$ cat src/shared/dsd_pkg.sv
// package for the dp slave device-specific diagnostic builder
// assumes a single 50 MHz clock domain and an apb register port
package dsd_pkg;
  // register byte addresses
  localparam logic [7:0] DSD_OFS_STATUS = 8'h00;
  localparam logic [7:0] DSD_OFS_PAYLOAD_LO = 8'h04;
  localparam logic [7:0] DSD_OFS_PAYLOAD_HI = 8'h08;
  localparam logic [7:0] DSD_OFS_ERROR = 8'h0c;
  localparam logic [7:0] DSD_OFS_CTRL = 8'h10;
  localparam logic [7:0] DSD_OFS_IRQ_STAT = 8'h14;
  localparam logic [7:0] DSD_OFS_IRQ_MASK = 8'h18;
  localparam logic [7:0] DSD_OFS_DIAG_LO = 8'h1c;
  localparam logic [7:0] DSD_OFS_DIAG_MID = 8'h20;
  localparam logic [7:0] DSD_OFS_DIAG_HI = 8'h24;
  // status byte fields
  localparam int DSD_ST_VALID_BIT = 0;
  localparam int DSD_ST_DELETE_BIT = 1;
  localparam logic [7:0] DSD_ST_BOTH = 8'h03;
  // header byte 6
  localparam logic [5:0] DSD_HDR_LEN = 6'h0a;
  localparam logic [1:0] DSD_HDR_CODE = 2'h0;
  // message codes in byte 7
  localparam logic [7:0] DSD_MSG_NONE = 8'h00;
  localparam logic [7:0] DSD_MSG_PRM_LEN = 8'h12;
  localparam logic [7:0] DSD_MSG_CFG_LEN = 8'h13;
  localparam logic [7:0] DSD_MSG_CFG_ENTRY = 8'h14;
  localparam logic [7:0] DSD_MSG_BUF_CALC = 8'h15;
  localparam logic [7:0] DSD_MSG_CFG_MISSING = 8'h16;
  localparam logic [7:0] DSD_MSG_PRM_CFG = 8'h17;
  localparam logic [7:0] DSD_MSG_USER_VALID = 8'h40;
  // error flag positions (one per error code, 12h..17h)
  localparam int DSD_NUM_ERR = 6;
  // irq status bits
  localparam int DSD_IRQ_SENT = 0;
  localparam int DSD_IRQ_ERR = 1;
  localparam int DSD_IRQ_DEL = 2;
  // reset values
  localparam logic [7:0] DSD_RST_STATUS = 8'h00;
  localparam logic [39:0] DSD_RST_PAYLOAD = 40'h0;
  localparam logic [2:0] DSD_RST_MASK = 3'h0;

  // device-specific diagnostic bytes 6..15
  typedef struct packed {
    logic [7:0] header;
    logic [7:0] message;
    logic [23:0] reserved;
    logic [39:0] user;
  } dsd_diag_t;

  // apb request bundle
  typedef struct packed {
    logic psel;
    logic penable;
    logic pwrite;
    logic [7:0] paddr;
    logic [31:0] pwdata;
  } dsd_apb_req_t;
endpackage : dsd_pkg

$ cat src/hw/dsd_msg_sel.sv
// message code selection for diagnostic byte 7
// assumes error flags are sticky levels from the main block
`timescale 1ns/1ns
module dsd_msg_sel
  import dsd_pkg::*;
(
  // inputs
  input wire logic [DSD_NUM_ERR-1:0] err_flags,
  input wire logic user_valid,
  // output
  output logic [7:0] msg_code
);
  // errors outrank user data; lowest code first
  always_comb
  begin
    msg_code = DSD_MSG_NONE;
    if (user_valid)
      msg_code = DSD_MSG_USER_VALID;
    if (err_flags[5])
      msg_code = DSD_MSG_PRM_CFG;
    if (err_flags[4])
      msg_code = DSD_MSG_CFG_MISSING;
    if (err_flags[3])
      msg_code = DSD_MSG_BUF_CALC;
    if (err_flags[2])
      msg_code = DSD_MSG_CFG_ENTRY;
    if (err_flags[1])
      msg_code = DSD_MSG_CFG_LEN;
    if (err_flags[0])
      msg_code = DSD_MSG_PRM_LEN;
  end
endmodule : dsd_msg_sel

$ cat src/hw/dsd_diag_builder.sv
// builds diagnostic bytes 6..15 for a dp slave; apb register port
// assumes the protocol side gives one-cycle request and error pulses
//
// The APB register port is this design's own decision.
`timescale 1ns/1ns
module dsd_diag_builder
  import dsd_pkg::*;
(
  // clock and reset
  input wire logic mclk,
  input wire logic sys_rst,
  // apb slave
  input wire logic psel,
  input wire logic penable,
  input wire logic pwrite,
  input wire logic [7:0] paddr,
  input wire logic [31:0] pwdata,
  input wire logic [3:0] pstrb,
  output logic [31:0] prdata,
  output logic pready,
  output logic pslverr,
  // protocol side
  input wire logic diag_req,
  input wire logic [DSD_NUM_ERR-1:0] err_event,
  output logic diag_send,
  output dsd_diag_t diag_data,
  output logic fieldbus_en,
  output logic fieldbus_led,
  // interrupt
  output logic irq
);
  dsd_apb_req_t req;
  logic wr_en;
  logic rd_en;
  logic [7:0] status_q;
  logic [7:0] status_prev_q;
  logic [39:0] payload_q;
  logic [DSD_NUM_ERR-1:0] err_q;
  logic user_valid_q;
  logic fb_en_q;
  logic [2:0] irq_stat_q;
  logic [2:0] irq_mask_q;
  logic [2:0] irq_set;
  logic start_pulse;
  logic delete_pulse;
  logic err_any;
  logic send_d;
  logic send_q;
  logic [7:0] msg_code;
  dsd_diag_t diag_q;
  logic [31:0] rdata_d;
  logic [31:0] rdata_q;
  logic stat_rd;
  logic both_set;
  logic user_valid_d;
  logic [DSD_NUM_ERR-1:0] err_next;

  assign req = '{psel: psel, penable: penable, pwrite: pwrite, paddr: paddr, pwdata: pwdata};
  // zero-wait slave: every access completes in its first access cycle
  assign pready = 1'b1;
  assign wr_en = req.psel && req.penable && req.pwrite;
  assign rd_en = req.psel && req.penable && !req.pwrite;

  // unmapped offsets answer with an error
  always_comb
  begin
    unique case (req.paddr)
      DSD_OFS_STATUS, DSD_OFS_PAYLOAD_LO, DSD_OFS_PAYLOAD_HI, DSD_OFS_ERROR,
      DSD_OFS_CTRL, DSD_OFS_IRQ_STAT, DSD_OFS_IRQ_MASK, DSD_OFS_DIAG_LO,
      DSD_OFS_DIAG_MID, DSD_OFS_DIAG_HI:
        pslverr = 1'b0;
      default:
        pslverr = req.psel && req.penable;
    endcase
  end

  always_ff @(posedge mclk or posedge sys_rst)
  begin
    if (sys_rst)
      status_q <= DSD_RST_STATUS;
    else if (wr_en && req.paddr == DSD_OFS_STATUS && pstrb[0])
      status_q <= req.pwdata[7:0];
  end

  // payload bytes 1..5, byte lanes honoured
  always_ff @(posedge mclk or posedge sys_rst)
  begin
    if (sys_rst)
      payload_q <= DSD_RST_PAYLOAD;
    else if (wr_en)
    begin
      // block byte 1 sits in the top byte so it leaves first, as byte 11
      if (req.paddr == DSD_OFS_PAYLOAD_LO)
      begin
        for (int i = 0; i < 4; i++)
          if (pstrb[i])
            payload_q[32-8*i +: 8] <= req.pwdata[8*i +: 8];
      end
      else if (req.paddr == DSD_OFS_PAYLOAD_HI && pstrb[0])
        payload_q[7:0] <= req.pwdata[7:0];
    end
  end

  // previous status for edge detection
  always_ff @(posedge mclk or posedge sys_rst)
  begin
    if (sys_rst)
      status_prev_q <= DSD_RST_STATUS;
    else
      status_prev_q <= status_q;
  end

  // only bits 0 and 1 are looked at
  assign both_set = (status_q[1:0] == DSD_ST_BOTH[1:0]);
  // rising valid bit starts a diagnostic
  assign start_pulse = !both_set && status_q[DSD_ST_VALID_BIT]
    && !status_prev_q[DSD_ST_VALID_BIT];
  assign delete_pulse = !both_set && status_q[DSD_ST_DELETE_BIT]
    && !status_prev_q[DSD_ST_DELETE_BIT];

  // valid indication follows bit 0 start
  always_comb
  begin
    user_valid_d = user_valid_q;
    if (start_pulse)
      user_valid_d = 1'b1;
    else if (delete_pulse)
      user_valid_d = 1'b0;
    else if (!status_q[DSD_ST_VALID_BIT])
      user_valid_d = 1'b0;
  end

  always_ff @(posedge mclk or posedge sys_rst)
  begin
    if (sys_rst)
      user_valid_q <= 1'b0;
    else
      user_valid_q <= user_valid_d;
  end

  // sticky error flags; a new event wins over a software clear
  always_ff @(posedge mclk or posedge sys_rst)
  begin
    if (sys_rst)
      err_q <= '0;
    else if (wr_en && req.paddr == DSD_OFS_ERROR && pstrb[0])
      err_q <= (err_q & ~req.pwdata[DSD_NUM_ERR-1:0]) | err_event;
    else
      err_q <= err_q | err_event;
  end

  // fieldbus section stays off until software enables it
  always_ff @(posedge mclk or posedge sys_rst)
  begin
    if (sys_rst)
      fb_en_q <= 1'b0;
    else if (wr_en && req.paddr == DSD_OFS_CTRL && pstrb[0])
      fb_en_q <= req.pwdata[0];
  end

  // the frame sent with an event must already carry that event's code
  assign err_next = err_q | err_event;

  dsd_msg_sel u_msg_sel (
    .err_flags(err_next),
    .user_valid(user_valid_d),
    .msg_code(msg_code)
  );

  assign err_any = |err_event;
  // send on request, error or user start
  assign send_d = fb_en_q && (diag_req || err_any || start_pulse);

  // response image is registered as the send pulse fires
  always_ff @(posedge mclk or posedge sys_rst)
  begin
    if (sys_rst)
    begin
      send_q <= 1'b0;
      diag_q <= '0;
    end
    else
    begin
      send_q <= send_d;
      // image only moves on a send, so readback shows the last frame
      if (send_d)
      begin
        diag_q.header[5:0] <= DSD_HDR_LEN;
        diag_q.header[7:6] <= DSD_HDR_CODE;
        diag_q.message <= msg_code;
        diag_q.reserved <= '0;
        diag_q.user <= payload_q;
      end
    end
  end

  assign diag_send = send_q;
  assign diag_data = diag_q;
  assign fieldbus_en = fb_en_q;
  // led follows the section enable; off while deactivated
  assign fieldbus_led = fb_en_q;

  // interrupt sources
  assign irq_set[DSD_IRQ_SENT] = send_q;
  assign irq_set[DSD_IRQ_ERR] = err_any;
  assign irq_set[DSD_IRQ_DEL] = delete_pulse;
  assign stat_rd = rd_en && req.paddr == DSD_OFS_IRQ_STAT;

  // read clears, but a same-cycle event survives
  always_ff @(posedge mclk or posedge sys_rst)
  begin
    if (sys_rst)
      irq_stat_q <= '0;
    else if (stat_rd)
      irq_stat_q <= irq_set;
    else
      irq_stat_q <= irq_stat_q | irq_set;
  end

  always_ff @(posedge mclk or posedge sys_rst)
  begin
    if (sys_rst)
      irq_mask_q <= DSD_RST_MASK;
    else if (wr_en && req.paddr == DSD_OFS_IRQ_MASK && pstrb[0])
      irq_mask_q <= req.pwdata[2:0];
  end

  assign irq = |(irq_stat_q & irq_mask_q);

  // read mux
  always_comb
  begin
    rdata_d = 32'h0;
    unique case (req.paddr)
      DSD_OFS_STATUS:
        rdata_d = {24'h0, status_q};
      DSD_OFS_PAYLOAD_LO:
        rdata_d = {payload_q[15:8], payload_q[23:16], payload_q[31:24], payload_q[39:32]};
      DSD_OFS_PAYLOAD_HI:
        rdata_d = {24'h0, payload_q[7:0]};
      DSD_OFS_ERROR:
        rdata_d = {26'h0, err_q};
      DSD_OFS_CTRL:
        rdata_d = {30'h0, user_valid_q, fb_en_q};
      // a bit set in the setup cycle would otherwise be cleared unseen
      DSD_OFS_IRQ_STAT:
        rdata_d = {29'h0, irq_stat_q | irq_set};
      DSD_OFS_IRQ_MASK:
        rdata_d = {29'h0, irq_mask_q};
      // frame bytes in ascending lanes: 6-9, 10-13, 14-15
      DSD_OFS_DIAG_LO:
        rdata_d = {diag_q.reserved[15:8], diag_q.reserved[23:16], diag_q.message,
          diag_q.header};
      DSD_OFS_DIAG_MID:
        rdata_d = {diag_q.user[23:16], diag_q.user[31:24], diag_q.user[39:32],
          diag_q.reserved[7:0]};
      DSD_OFS_DIAG_HI:
        rdata_d = {16'h0, diag_q.user[7:0], diag_q.user[15:8]};
      default:
        rdata_d = 32'h0;
    endcase
  end

  // read data held in a flop, loaded in the setup cycle
  always_ff @(posedge mclk or posedge sys_rst)
  begin
    if (sys_rst)
      rdata_q <= 32'h0;
    else if (req.psel && !req.penable)
      rdata_q <= rdata_d;
  end

  assign prdata = rdata_q;
endmodule : dsd_diag_builder

$ cat config.mk
export PLATFORM = sky130hd
export DESIGN_NAME = dsd_diag_builder
export DESIGN_NICKNAME = d
export VERILOG_FILES = /design/src/shared/dsd_pkg.sv /design/src/hw/dsd_msg_sel.sv /design/src/hw/dsd_diag_builder.sv
export SDC_FILE = /design/constraint.sdc
export NUM_CORES = 1
export LEC_CHECK = 0
export BUFFER_PORTS_ARGS = -buffer_cell sky130_fd_sc_hd__clkbuf_2
export CAP_MARGIN = 20
export CELL_PAD_IN_SITES_DETAIL_PLACEMENT = 1
export CELL_PAD_IN_SITES_GLOBAL_PLACEMENT = 2
export CORE_MARGIN = 2
export CORE_UTILIZATION = 31
export DETAILED_ROUTE_END_ITERATION = 6
export PLACE_DENSITY = 0.86
export SYNTH_ARGS = -nofsm -noshare
export SYNTH_HDL_FRONTEND = slang
export SYNTH_SLANG_ARGS = --single-unit
$ cat constraint.sdc
create_clock -name mclk -period 4.7 [get_ports mclk]
set_clock_uncertainty 0.2 [all_clocks]
set_input_delay 0.94 -clock mclk [delete_from_list [all_inputs] [get_ports mclk]]
set_output_delay 0.94 -clock mclk [all_outputs]
set_load 0.1 [all_outputs]
# Yosys cells after proc, flatten, opt, wreduce, memory -nomap -nowiden
# Index checks and enable logic that the tools add are counted.
[totals]
regBits = 146
output_inout_bits = 118
elab_cells = 83
[classes]
eq_ne = 10
n_mux = 14
bitwise = 7
reduce_logical = 35
[op_table]
columns = ["op", "n"]
rows = [
  ["$pmux 32 s10", 1],
  ["$mux 7", 7],
  ["$eq 8x5->1 const B", 4],
  ["$logic_and 1x1->1", 19],
  ["$eq 8x4->1 const B", 2],
  ["$eq 8x6->1 const B", 2],
  ["$reduce_and 3->1", 5],
  ["$or 6x6->6", 2],
  ["$reduce_or 10->1", 1],
  ["$eq 8x3->1 const B", 1],
  ["$logic_not 8->1", 1],
  ["$and 6x6->6", 1],
  ["$mux 6", 1],
  ["$not 6->6", 1],
  ["$reduce_or 6->1", 1],
  ["$logic_not 1->1", 5],
  ["$mux 1", 4],
  ["$and 3x3->3", 1],
  ["$mux 3", 1],
  ["$or 3x3->3", 1],
  ["$reduce_or 3->1", 1],
  ["$eq 2x2->1 const B", 1],
  ["$logic_or 1x1->1", 2],
  ["$not 1->1", 1],
]

# Logic depth before layout (Yosys ltp)
# Gate-level depths: netlist (run 1).
[logic_depth]
depth_word = 13
depth_mapped = 7

# Cells and area by module
# From an unflattened synthesis (run 1), not the netlist that was laid out.
[hier_totals]
hier_cells = 543
area_unflattened_um2 = 6824.0
[by_module_without_submodules]
columns = ["mod", "instances", "cells_per_inst", "area_per_inst_um2"]
rows = [
  ["dsd_diag_builder", 1, 528, 6732.7],
  ["dsd_msg_sel", 1, 15, 91.3],
]

# Worst setup path before layout (run 1)
# No wires, ideal clock.
[synth_timing]
kind = "input-to-output"
startpoint = "in paddr[3]"
endpoint = "out pslverr"
arrival_ps = 2928
required_time_ps = 3560
slack_ps = 632
cell_stages = 3
n_path_buf = 1
path_cell_list = "clkbuf_1 o21ai_0 a31oi_1"
[synth_via]
elab_chain_cells = 3
[synth_lines]
columns = ["element", "line", "rtl"]
rows = [
  ["start, declared", "dsd_diag_builder.sv:16", "input wire logic [7:0] paddr,"],
  ["$eq 8x3->1 (tied with other cells)", "dsd_diag_builder.sv:67", "unique case (req.paddr)"],
  ["$reduce_or 10->1 (*)", "dsd_diag_builder.sv:67", ""],
  ["$mux 1 (*)", "dsd_diag_builder.sv:67", ""],
  ["end, declared", "dsd_diag_builder.sv:21", "output logic pslverr,"],
]
# Mark *: on every way between the ends. The rest lies on a longest branch, timed or not.

# Worst setup path in the final report (run 1)
[layout_timing]
startpoint = "in paddr[5]"
endpoint = "out pslverr"
# The elaborated chain is that of the path after synthesis.

==> results_dict.tcl, run 1 <==
set metrics [dict create \
    status "complete, no violations" \
    gp_congestion 0.836 \
    synth_edf_count 0 \
    hpwl_um 15500 \
    finalCriticalPeriod_ns 3.42 \
    arrival_ns 2.28 \
    nets 740 \
    ant_nets 0 \
    path_max_fanout 19 \
    die_area_um2 23000 \
    antenna_found_initial 0 \
    seq_area_um2 3580 \
    vdd_drop_max_v 0.000246 \
    drc 0 \
    clock_latency_ns 0.42 \
    initial_core_util 0.318 \
    synth.most_common_cell "dfrtp_1" \
    via_per_inst 5.18 \
    yosys_warnings 0 \
    p_leak_uw 0.00403 \
    cts_buffer_depth 2 \
    port_buffers 139 \
    wl_met2_um 9970 \
    diodes 0 \
    grt.overflow.total 0 \
    post-route-period-util 0.728 \
    hold_viol_final 0 \
    max_slew.worst_pin.slew_ns 0.902 \
    drive_gt1_frac 0.423 \
    post-synth-top-area-fraction 0.531 \
    dpl_cell_area_um2 7540 \
    wire_per_inst_um 21.5 \
    cp_slowest_stage_delay_ns 0.51 \
    finalPower_uw 2930 \
    drt_first_pass_iters 4 \
    slew_viol_final 0 \
    io_pins 174 \
    critPathBufInv 2 \
    p_per_area_nw_per_um2 361 \
    clkTransAtPathRegs_ns 0.06 \
    finalSetupViolCount 0 \
    post-route-util 0.382 \
    cts_root_buf "clkbuf_16" \
    grt_pass1_wl_um 31600 \
    num_rows 53 \
    wl_met3_um 1280 \
    cts_buffers 17 \
    grt_max_degree 79 \
    grt.total_usage 0.187 \
    slew_headroom 0.398 \
    synth_area_leaders "dfrtp_1 (53%), mux2_2 (16%), buf_4 (4.0%)" \
    synth_cells 550 \
    fin_tns_setup_ns 0 \
    fill_cells 2365 \
    required_ns 3.56 \
    coreArea_um2 21200 \
    crit_type "input port to primary output" \
    crit_family "buffers and inverters" \
    cts_max_level 4 \
    cts_tree "built" \
    area_delta_synth_final_pct 20.3 \
    multi_input_area_um2 2820 \
    num_vias 5035 \
    dieWidth_um 152 \
    ctsHoldBuffers 0 \
    drt_iter0_markers 291 \
    fmax_ghz 0.292 \
    cts_sinks 143 \
    ys_ff_latch 143 \
    netlist_area_um2 6750 \
    hold_path.class "flop to flop" \
    grt_pass1_vias 5153 \
    post-cts-setup-buffers 0 \
    stdcell_area_um2 8110 \
    ys.flop_type "dfrtp_1" \
    yosysUniqueCellTypes 59 \
    synth_common_cells "dfrtp_1 (143), mux2_2 (96), nand2_1 (43), buf_4 (36), o21ai_0 (30)" \
    drt-met1-wl_um 9310 \
    die_y_um 152 \
    crit_top_cell "clkbuf_2" \
    crit_chain "clkbuf_2 -> o21ai_0 -> a31oi_1 -> clkbuf_2" \
    synth.avg_cell_area_um2 12.3 \
    wl_um 20900 \
    synth_seq_area_share 0.531 \
    start_kind "input port" \
    synth.largest_area_cell "dfrtp_1" \
    max_cap_viol_count 0 \
    rsz0062_at_grt "no" \
    async_flop_share 1.00 \
    crit_slowest_cell "clkbuf_2" \
    endpoint_kind "primary output" \
    cts-resized-gates 0 \
    top_layer "met4" \
]
[final cells by class]
cell class | count | area share
repair buffers | 148 | 0.0956
flip-flops and latches | 143 | 0.441
multi-input cells | 369 | 0.348
inverters | 5 | 0.00278
well taps | 275 | 0.0424
clock buffers | 18 | 0.0529
clock inverters | 14 | 0.0176
[where the power goes]
group	total, uW	internal [uW]	leakage, uW	switching, uW
Sequential	1260	1250	0.00195	14.5
Combinational	342	51.9	0.00180	290
Clock	1320	779	0.000276	544
[final timing paths]
kind                        startpoint             to  slack [ns]  depth (start not counted)
max                           paddr[5]        pslverr        1.28                          4
min                         prdata[29]     prdata[29]        0.28                          2
max reg2reg                status_q[0]  diag_data[28]        2.45                          4
min reg2reg                 prdata[29]     prdata[29]        0.28                          2
max in group asynchronous      sys_rst  payload_q[38]        2.90                          3
min in group asynchronous      sys_rst  irq_stat_q[2]        0.47                          2
[sequential cells by signal (all words and copies together) (netlist names)]
| register | flops |
|---|---|
| fieldbus_en | 1 |
| err_q | 6 |
| user_valid_q | 1 |
| status_prev_q | 2 |
| irq_stat_q | 3 |
| diag_send | 1 |
| prdata | 32 |
| irq_mask_q | 3 |
| diag_data | 46 |
| payload_q | 40 |
| status_q | 8 |
[metal layers]
| metal | track usage | vias up |
|---|---|---|
| met2 | 0.301 | 187 |
| met3 | 0.0434 | 25 |
| met5 | 0 | - |
| met1 | 0.255 | 2603 |
| met4 | 0.0505 | 0 |
| li1 | - | 2220 |
[worst min-delay path: stages (launching register included)]
cell     delay [ns]
dfrtp_1        0.34
nand2_1        0.05
o21ai_0        0.06
[metrics by stage]
stage | worst slack [ns] | instances | hold slack (ns)
final | 1.28 | 972 | 0.281
after CTS | 1.29 | 972 | 0.286
after global routing | 1.09 | 972 | 0.307
after detailed placement | 1.20 | 940 | 0.272
after floorplan | 0.632 | 582 | 0.219
after global placement | 1.32 | 940 | 0.266
[cell families (layout without fill, tap and decap cells)]
family | count (synthesis) | count (layout) | synth area share
DFF | 143 | 143 | 0.531
buffers and inverters | 70 | 185 | 0.0692
AOI/OAI and AO/OA | 109 | 109 | 0.114
other | 2 | 34 | 0.00111
muxes | 108 | 108 | 0.186
and+or+nand+nor | 118 | 118 | 0.0989
[cells in the final DEF, fill, tap and decap left out, types with 5 or more instances in the layout]
cell,instances
buf_4,8
a22o_1,5
a32oi_1,10
a31oi_1,6
clkinv_2,5
mux2_2,96
conb_1,34
nor2_1,14
a21o_1,8
nor3_1,8
clkbuf_2,139
a21oi_1,8
and2_1,6
nand2_1,43
mux2i_1,6
clkbuf_16,17
nand4_1,7
a22oi_1,17
dfrtp_1,143
and3_1,5
o21ai_0,30
Power figures use the tool's default switching activity.
==> inputs of run 2 (changes only) <==
==> constraint.sdc (replaced) <==
create_clock -name mclk -period 2.7 [get_ports mclk]
set_clock_uncertainty 0.2 [all_clocks]
set_input_delay 0.54 -clock mclk [delete_from_list [all_inputs] [get_ports mclk]]
set_output_delay 0.54 -clock mclk [all_outputs]
set_load 0.1 [all_outputs]
==> run 2 against run 1 <==
Compared with the run above: final cell count grew 3.0%; clock power rose by 83%; worst setup slack got worse by 0.99 ns; global-route usage increased by 0.58 points; count of clock-buffer cells in the layout grew 1; total power increased by 79%; largest power group unchanged.
==> results_dict.tcl, run 2 (same netlist as run 1, synthesis figures left out) <==
set metrics [dict create \
    switchingPower_uw 1490 \
    start_kind "input port" \
    num_rows 53 \
    drt_first_pass_iters 4 \
    final_cell_mix "dfrtp_1 (143), clkbuf_2 (138), mux2_2 (96), nand2_1 (43), conb_1 (34)" \
    io_pins 174 \
    placedCellCount 969 \
    initial_core_util 0.318 \
    path_max_fanout 12 \
    p_comb_frac 0.120 \
    wl_um 21500 \
    grt_pass1_wl_um 32500 \
    drt_iter0_markers 254 \
    swShare 0.285 \
    port_buffers 139 \
    finalCriticalPeriod_ns 2.41 \
    gp_congestion 0.840 \
    vdd_drop_max_v 0.000438 \
    crit_type "input port to primary output" \
    arrival_ns 1.67 \
    final_cells 1001 \
    top_layer "met4" \
    slew_viol_final 0 \
    drc 0 \
    grt_max_degree 89 \
    p_leak_uw 0.00420 \
    grt.total_usage 0.193 \
    drive_gt1_frac 0.446 \
    intPower_uw 3740 \
    clkTransAtPathRegs_ns 0.06 \
    grt_pass1_vias 5357 \
    post-route-period-util 0.894 \
    via_per_inst 5.09 \
    crit_chain "clkbuf_2 -> buf_4 -> o21ai_0 -> a31oi_4 -> buf_12" \
    required_ns 1.96 \
    crit_slowest_cell "o21ai_0" \
    pwr-share-clk 0.460 \
    hold_viol_final 0 \
    clock_latency_ns 0.42 \
    worst_hold_slack_ns 0.0299 \
    cts-resized-gates 0 \
    p_per_area_nw_per_um2 617 \
    die_area_um2 23000 \
    wire_per_inst_um 21.5 \
    wl_met2_um 10100 \
    hold_path.class "input port to asynchronous set/reset pin" \
    area_delta_synth_final_pct 25.6 \
    ctsHoldBuffers 0 \
    cts_tree "built" \
    max_slew.worst_pin.slew_ns 0.653 \
    cts_buffer_depth 2 \
    cts_max_level 4 \
    stdcell_area_um2 8470 \
    hpwl_um 16000 \
    fmax_ghz 0.414 \
    cp_slowest_stage_delay_ns 0.41 \
    status "complete, no violations" \
    num_vias 5098 \
    ant_nets 0 \
    crit_family "buffers and inverters" \
    final_common_cell "dfrtp_1" \
    max_cap_viol_count 0 \
    diodes 0 \
    largest_reg_flops 46 \
    seq_power_share 0.420 \
    grt.overflow.total 0 \
    drt-met1-wl_um 9650 \
    dpl_cell_area_um2 7880 \
    wl_met3_um 1340 \
    finalSetupViolCount 0 \
    slew_headroom 0.561 \
    cts_sinks 143 \
    post-cts-setup-buffers 0 \
    cts_buffers 17 \
    cts_root_buf "clkbuf_16" \
    coreArea_um2 21200 \
    rsz0062_at_grt "no" \
    die_y_um 152 \
    antenna_found_initial 0 \
    fill_cells 2369 \
    endpoint_kind "primary output" \
    nets 769 \
    critPathBufInv 3 \
    dieWidth_um 152 \
]
[run 2: cell types whose count changed in the layout (fill, tap and decap cells not counted)]
cell | previous run | this run
a31oi_1 | 6 | 5
clkbuf_2 | 139 | 138
inv_6 | 1 | 3
buf_12 | 1 | 9
clkinvlp_4 | 4 | 5
clkinv_2 | 5 | 3
a31oi_4 | 0 | 1
clkbuf_1 | 1 | 2
bufinv_16 | 2 | 3
clkinv_4 | 3 | 0
buf_4 | 8 | 30
[run 2: final cells by class]
cell class              count  area [um^2]  area share
flip-flops and latches    143         3580       0.422
multi-input cells         369         2840       0.335
repair buffers            177         1100       0.129
clock buffers              19          433      0.0511
well taps                 275          344      0.0406
clock inverters            13          161      0.0191
inverters                   5         22.5     0.00266
[run 2: per-layer routing]
metal  global-route usage  vias up
met1                0.259     2621
li1                     -     2286
met5                    0        -
met4               0.0685        0
met3               0.0446       23
met2                0.307      168
[run 2: worst paths after layout]
kind | from | to | slack (ns) | cells after the start
min in group mclk | err_event[3] | err_q[3] | 0.14 | 2
min | sys_rst | diag_data[8] | 0.03 | 3
max | paddr[3] | pslverr | 0.29 | 5
max in group asynchronous | sys_rst | status_q[7] | 1.81 | 3
max reg2reg | status_q[1] | diag_data[64] | 0.67 | 5
min reg2reg | prdata[29] | prdata[29] | 0.28 | 2
[run 2: stage by stage]
stage | utilization | worst slack, ns | power, uW | TNS (ns)
after floorplan | - | 0.169 | 2740 | 0
after global placement | 0.371 | 0.0326 | 2860 | 0
after detailed placement | 0.371 | -0.0101 | 2860 | -0.0185
after CTS | 0.399 | 0.251 | 5290 | 0
after global routing | 0.399 | 0.205 | 5400 | 0
final | 0.399 | 0.287 | 5230 | 0
[run 2: worst min-delay path, cell delays in order]
cell and delay (ns):
clkbuf_2 0.11, clkinvlp_4 0.11, buf_12 0.28
[run 2: power groups by stage]
stage | Clock (uW) | Sequential (uW) | Combinational, uW
after floorplan | 0 | 2330 | 410
after global placement | 0 | 2230 | 622
after detailed placement | 0 | 2230 | 628
after CTS | 2460 | 2190 | 631
after global routing | 2550 | 2200 | 660
final | 2410 | 2190 | 628
==> inputs of run 3 (changes only) <==
==> constraint.sdc (replaced) <==
create_clock -name mclk -period 2.7 [get_ports mclk]
set_clock_uncertainty 0.2 [all_clocks]
set_input_delay 0.27 -clock mclk [delete_from_list [all_inputs] [get_ports mclk]]
set_output_delay 0.27 -clock mclk [all_outputs]
set_load 0.1 [all_outputs]
==> run 3 against run 2 <==
Compared with the run above: sequential share of layout area is 0.72 points lower; wire length is 0.61% higher; flip-flop and latch count did not move; final cell count grew 2.1%; sequential power about the same; global-route usage rose by 0.40 points; final area rose by 1.7%; die area did not move; fmax fell by 6.9%; worst setup slack got worse by 0.18 ns; total power is 2.7% lower; register-to-register slack improved by 0.03 ns; highest routed layer unchanged.
==> results_dict.tcl, run 3 (same netlist as run 1, synthesis figures left out) <==
set metrics [dict create \
    cts_buffers 17 \
    min_to "err_q[2]" \
    r2r_cells 4 \
    reg2reg_to "diag_data[12]" \
    grt_max_degree 144 \
    fill_cells 2365 \
    post-route-util 0.406 \
    grt_pass1_vias 5439 \
    slew_viol_final 0 \
    drive_gt1_frac 0.411 \
    antenna_found_initial 0 \
    die_y_um 152 \
    r2r_start "status_q[0]" \
    coreArea_um2 21200 \
    cts_max_level 4 \
    port_buffers 139 \
    placedCellCount 953 \
    drt_iter0_markers 369 \
    max_cap_viol_count 0 \
    r2r_slack_ns 0.70 \
    hold_path.class "input port to flop" \
    finalCriticalPeriod_ns 2.59 \
    final_cells 1022 \
    num_vias 5202 \
    area_delta_synth_final_pct 27.8 \
    start_kind "input port" \
    max_slew.worst_pin.slew_ns 0.767 \
    wire_per_inst_um 21.1 \
    status "complete, no violations" \
    fmax_ghz 0.386 \
    p_per_area_nw_per_um2 590 \
    hpwl_um 15500 \
    diodes 0 \
    wl_um 21600 \
    cts_tree "built" \
    layout_setup_ws_ns 0.109 \
    post-cts-setup-buffers 0 \
    clock_latency_ns 0.43 \
    worst_hold_slack_ns 0.0401 \
    path_max_fanout 51 \
    nets 792 \
    gp_congestion 0.848 \
    min_from "pwdata[2]" \
    place_ws_ns 0.240 \
    num_rows 53 \
    grt.total_usage 0.197 \
    p_leak_uw 0.00425 \
    crit_type "input port to flop" \
    via_per_inst 5.09 \
    clkTransAtPathRegs_ns 0.06 \
    cts_buffer_depth 2 \
    required_ns 2.80 \
    dieWidth_um 152 \
    grt_pass1_wl_um 33200 \
    grt.overflow.total 0 \
    drt_first_pass_iters 4 \
    final_cell_mix "dfrtp_1 (143), clkbuf_2 (139), mux2_2 (96), nand2_1 (43), dlygate4sd3_1 (39)" \
    slew_headroom 0.488 \
    whs_path_depth 3 \
    largest_reg_flops 46 \
    cts_sinks 143 \
    endpoint_kind "flop" \
    fin_tns_setup_ns 0 \
    die_area_um2 23000 \
    io_pins 174 \
    cts_root_buf "clkbuf_16" \
    drc 0 \
    post-route-period-util 0.960 \
    rsz0062_at_grt "no" \
    hold_viol_final 0 \
    ant_nets 0 \
    arrival_ns 2.70 \
    initial_core_util 0.318 \
    finalSetupViolCount 0 \
    final_common_cell "dfrtp_1" \
    vdd_drop_max_v 0.000440 \
]
run 3: cell count changes in the layout (fill, tap and decap cells not counted):
cell,previous run,this run
a31oi_4,1,0
a31oi_2,0,1
clkinv_2,3,2
clkinv_4,0,2
buf_12,9,3
clkbuf_2,138,139
buf_4,30,19
bufinv_16,3,1
inv_6,3,0
dlygate4sd3_1,0,39
clkbuf_8,0,3
clkbuf_1,2,1
run 3: layout make-up:
class                           instances  area (um^2)  share of cell area
Clock inverter                          9         87.6              0.0102
Timing Repair Buffer                  200         1290               0.150
Sequential cell                       143         3580               0.415
Inverter                                5         22.5             0.00261
Multi-Input combinational cell        369         2830               0.328
Tap cell                              275          344              0.0399
Clock buffer                           21          470              0.0546
run 3: timing repair:
action	in CTS	in global routing
endpoints found under the setup margin	0	0
resized for setup	0	0
hold endpoints to repair	189	0
hold buffers	39	0
run 3: worst max-delay path, cell delays in order:
cell	delay (ns)
dlygate4sd3_1	0.53
clkbuf_2	0.13
or4_1	0.66
o41ai_4	0.38
buf_12	0.32
mux2_2	0.38
run 3: stage by stage:
stage	cell area, um^2	total power, uW
after CTS	8620	5140
final	8620	5090
after detailed placement	7670	2840
after global routing	8620	5290
after floorplan	6880	2740
after global placement	7670	2840
run 3: worst max-delay path by stage:
stage | start | end | cells after the start
after floorplan | sys_rst | diag_data[0] | 1
after global routing | err_event[3] | diag_data[28] | 6
after CTS | err_event[3] | diag_data[28] | 6
after global placement | err_event[3] | diag_data[21] | 5
final | err_event[3] | diag_data[12] | 6
after detailed placement | err_event[3] | diag_data[18] | 5
run 3: routing by layer:
| metal | global-route usage | vias to the layer above | share of wire |
|---|---|---|---|
| li1 | - | 2326 | - |
| met1 | 0.266 | 2681 | 0.43 |
| met2 | 0.310 | 174 | 0.48 |
| met3 | 0.0545 | 21 | 0.072 |
| met4 | 0.0583 | 0 | 0.014 |
| met5 | 0 | - | 0 |
run 3: power breakdown:
part           internal (uW)  leakage, uW  total [uW]  switching [uW]
clock network           1330     0.000263        2240             914
registers               2170      0.00195        2190            25.6
logic                    130      0.00203         650             519
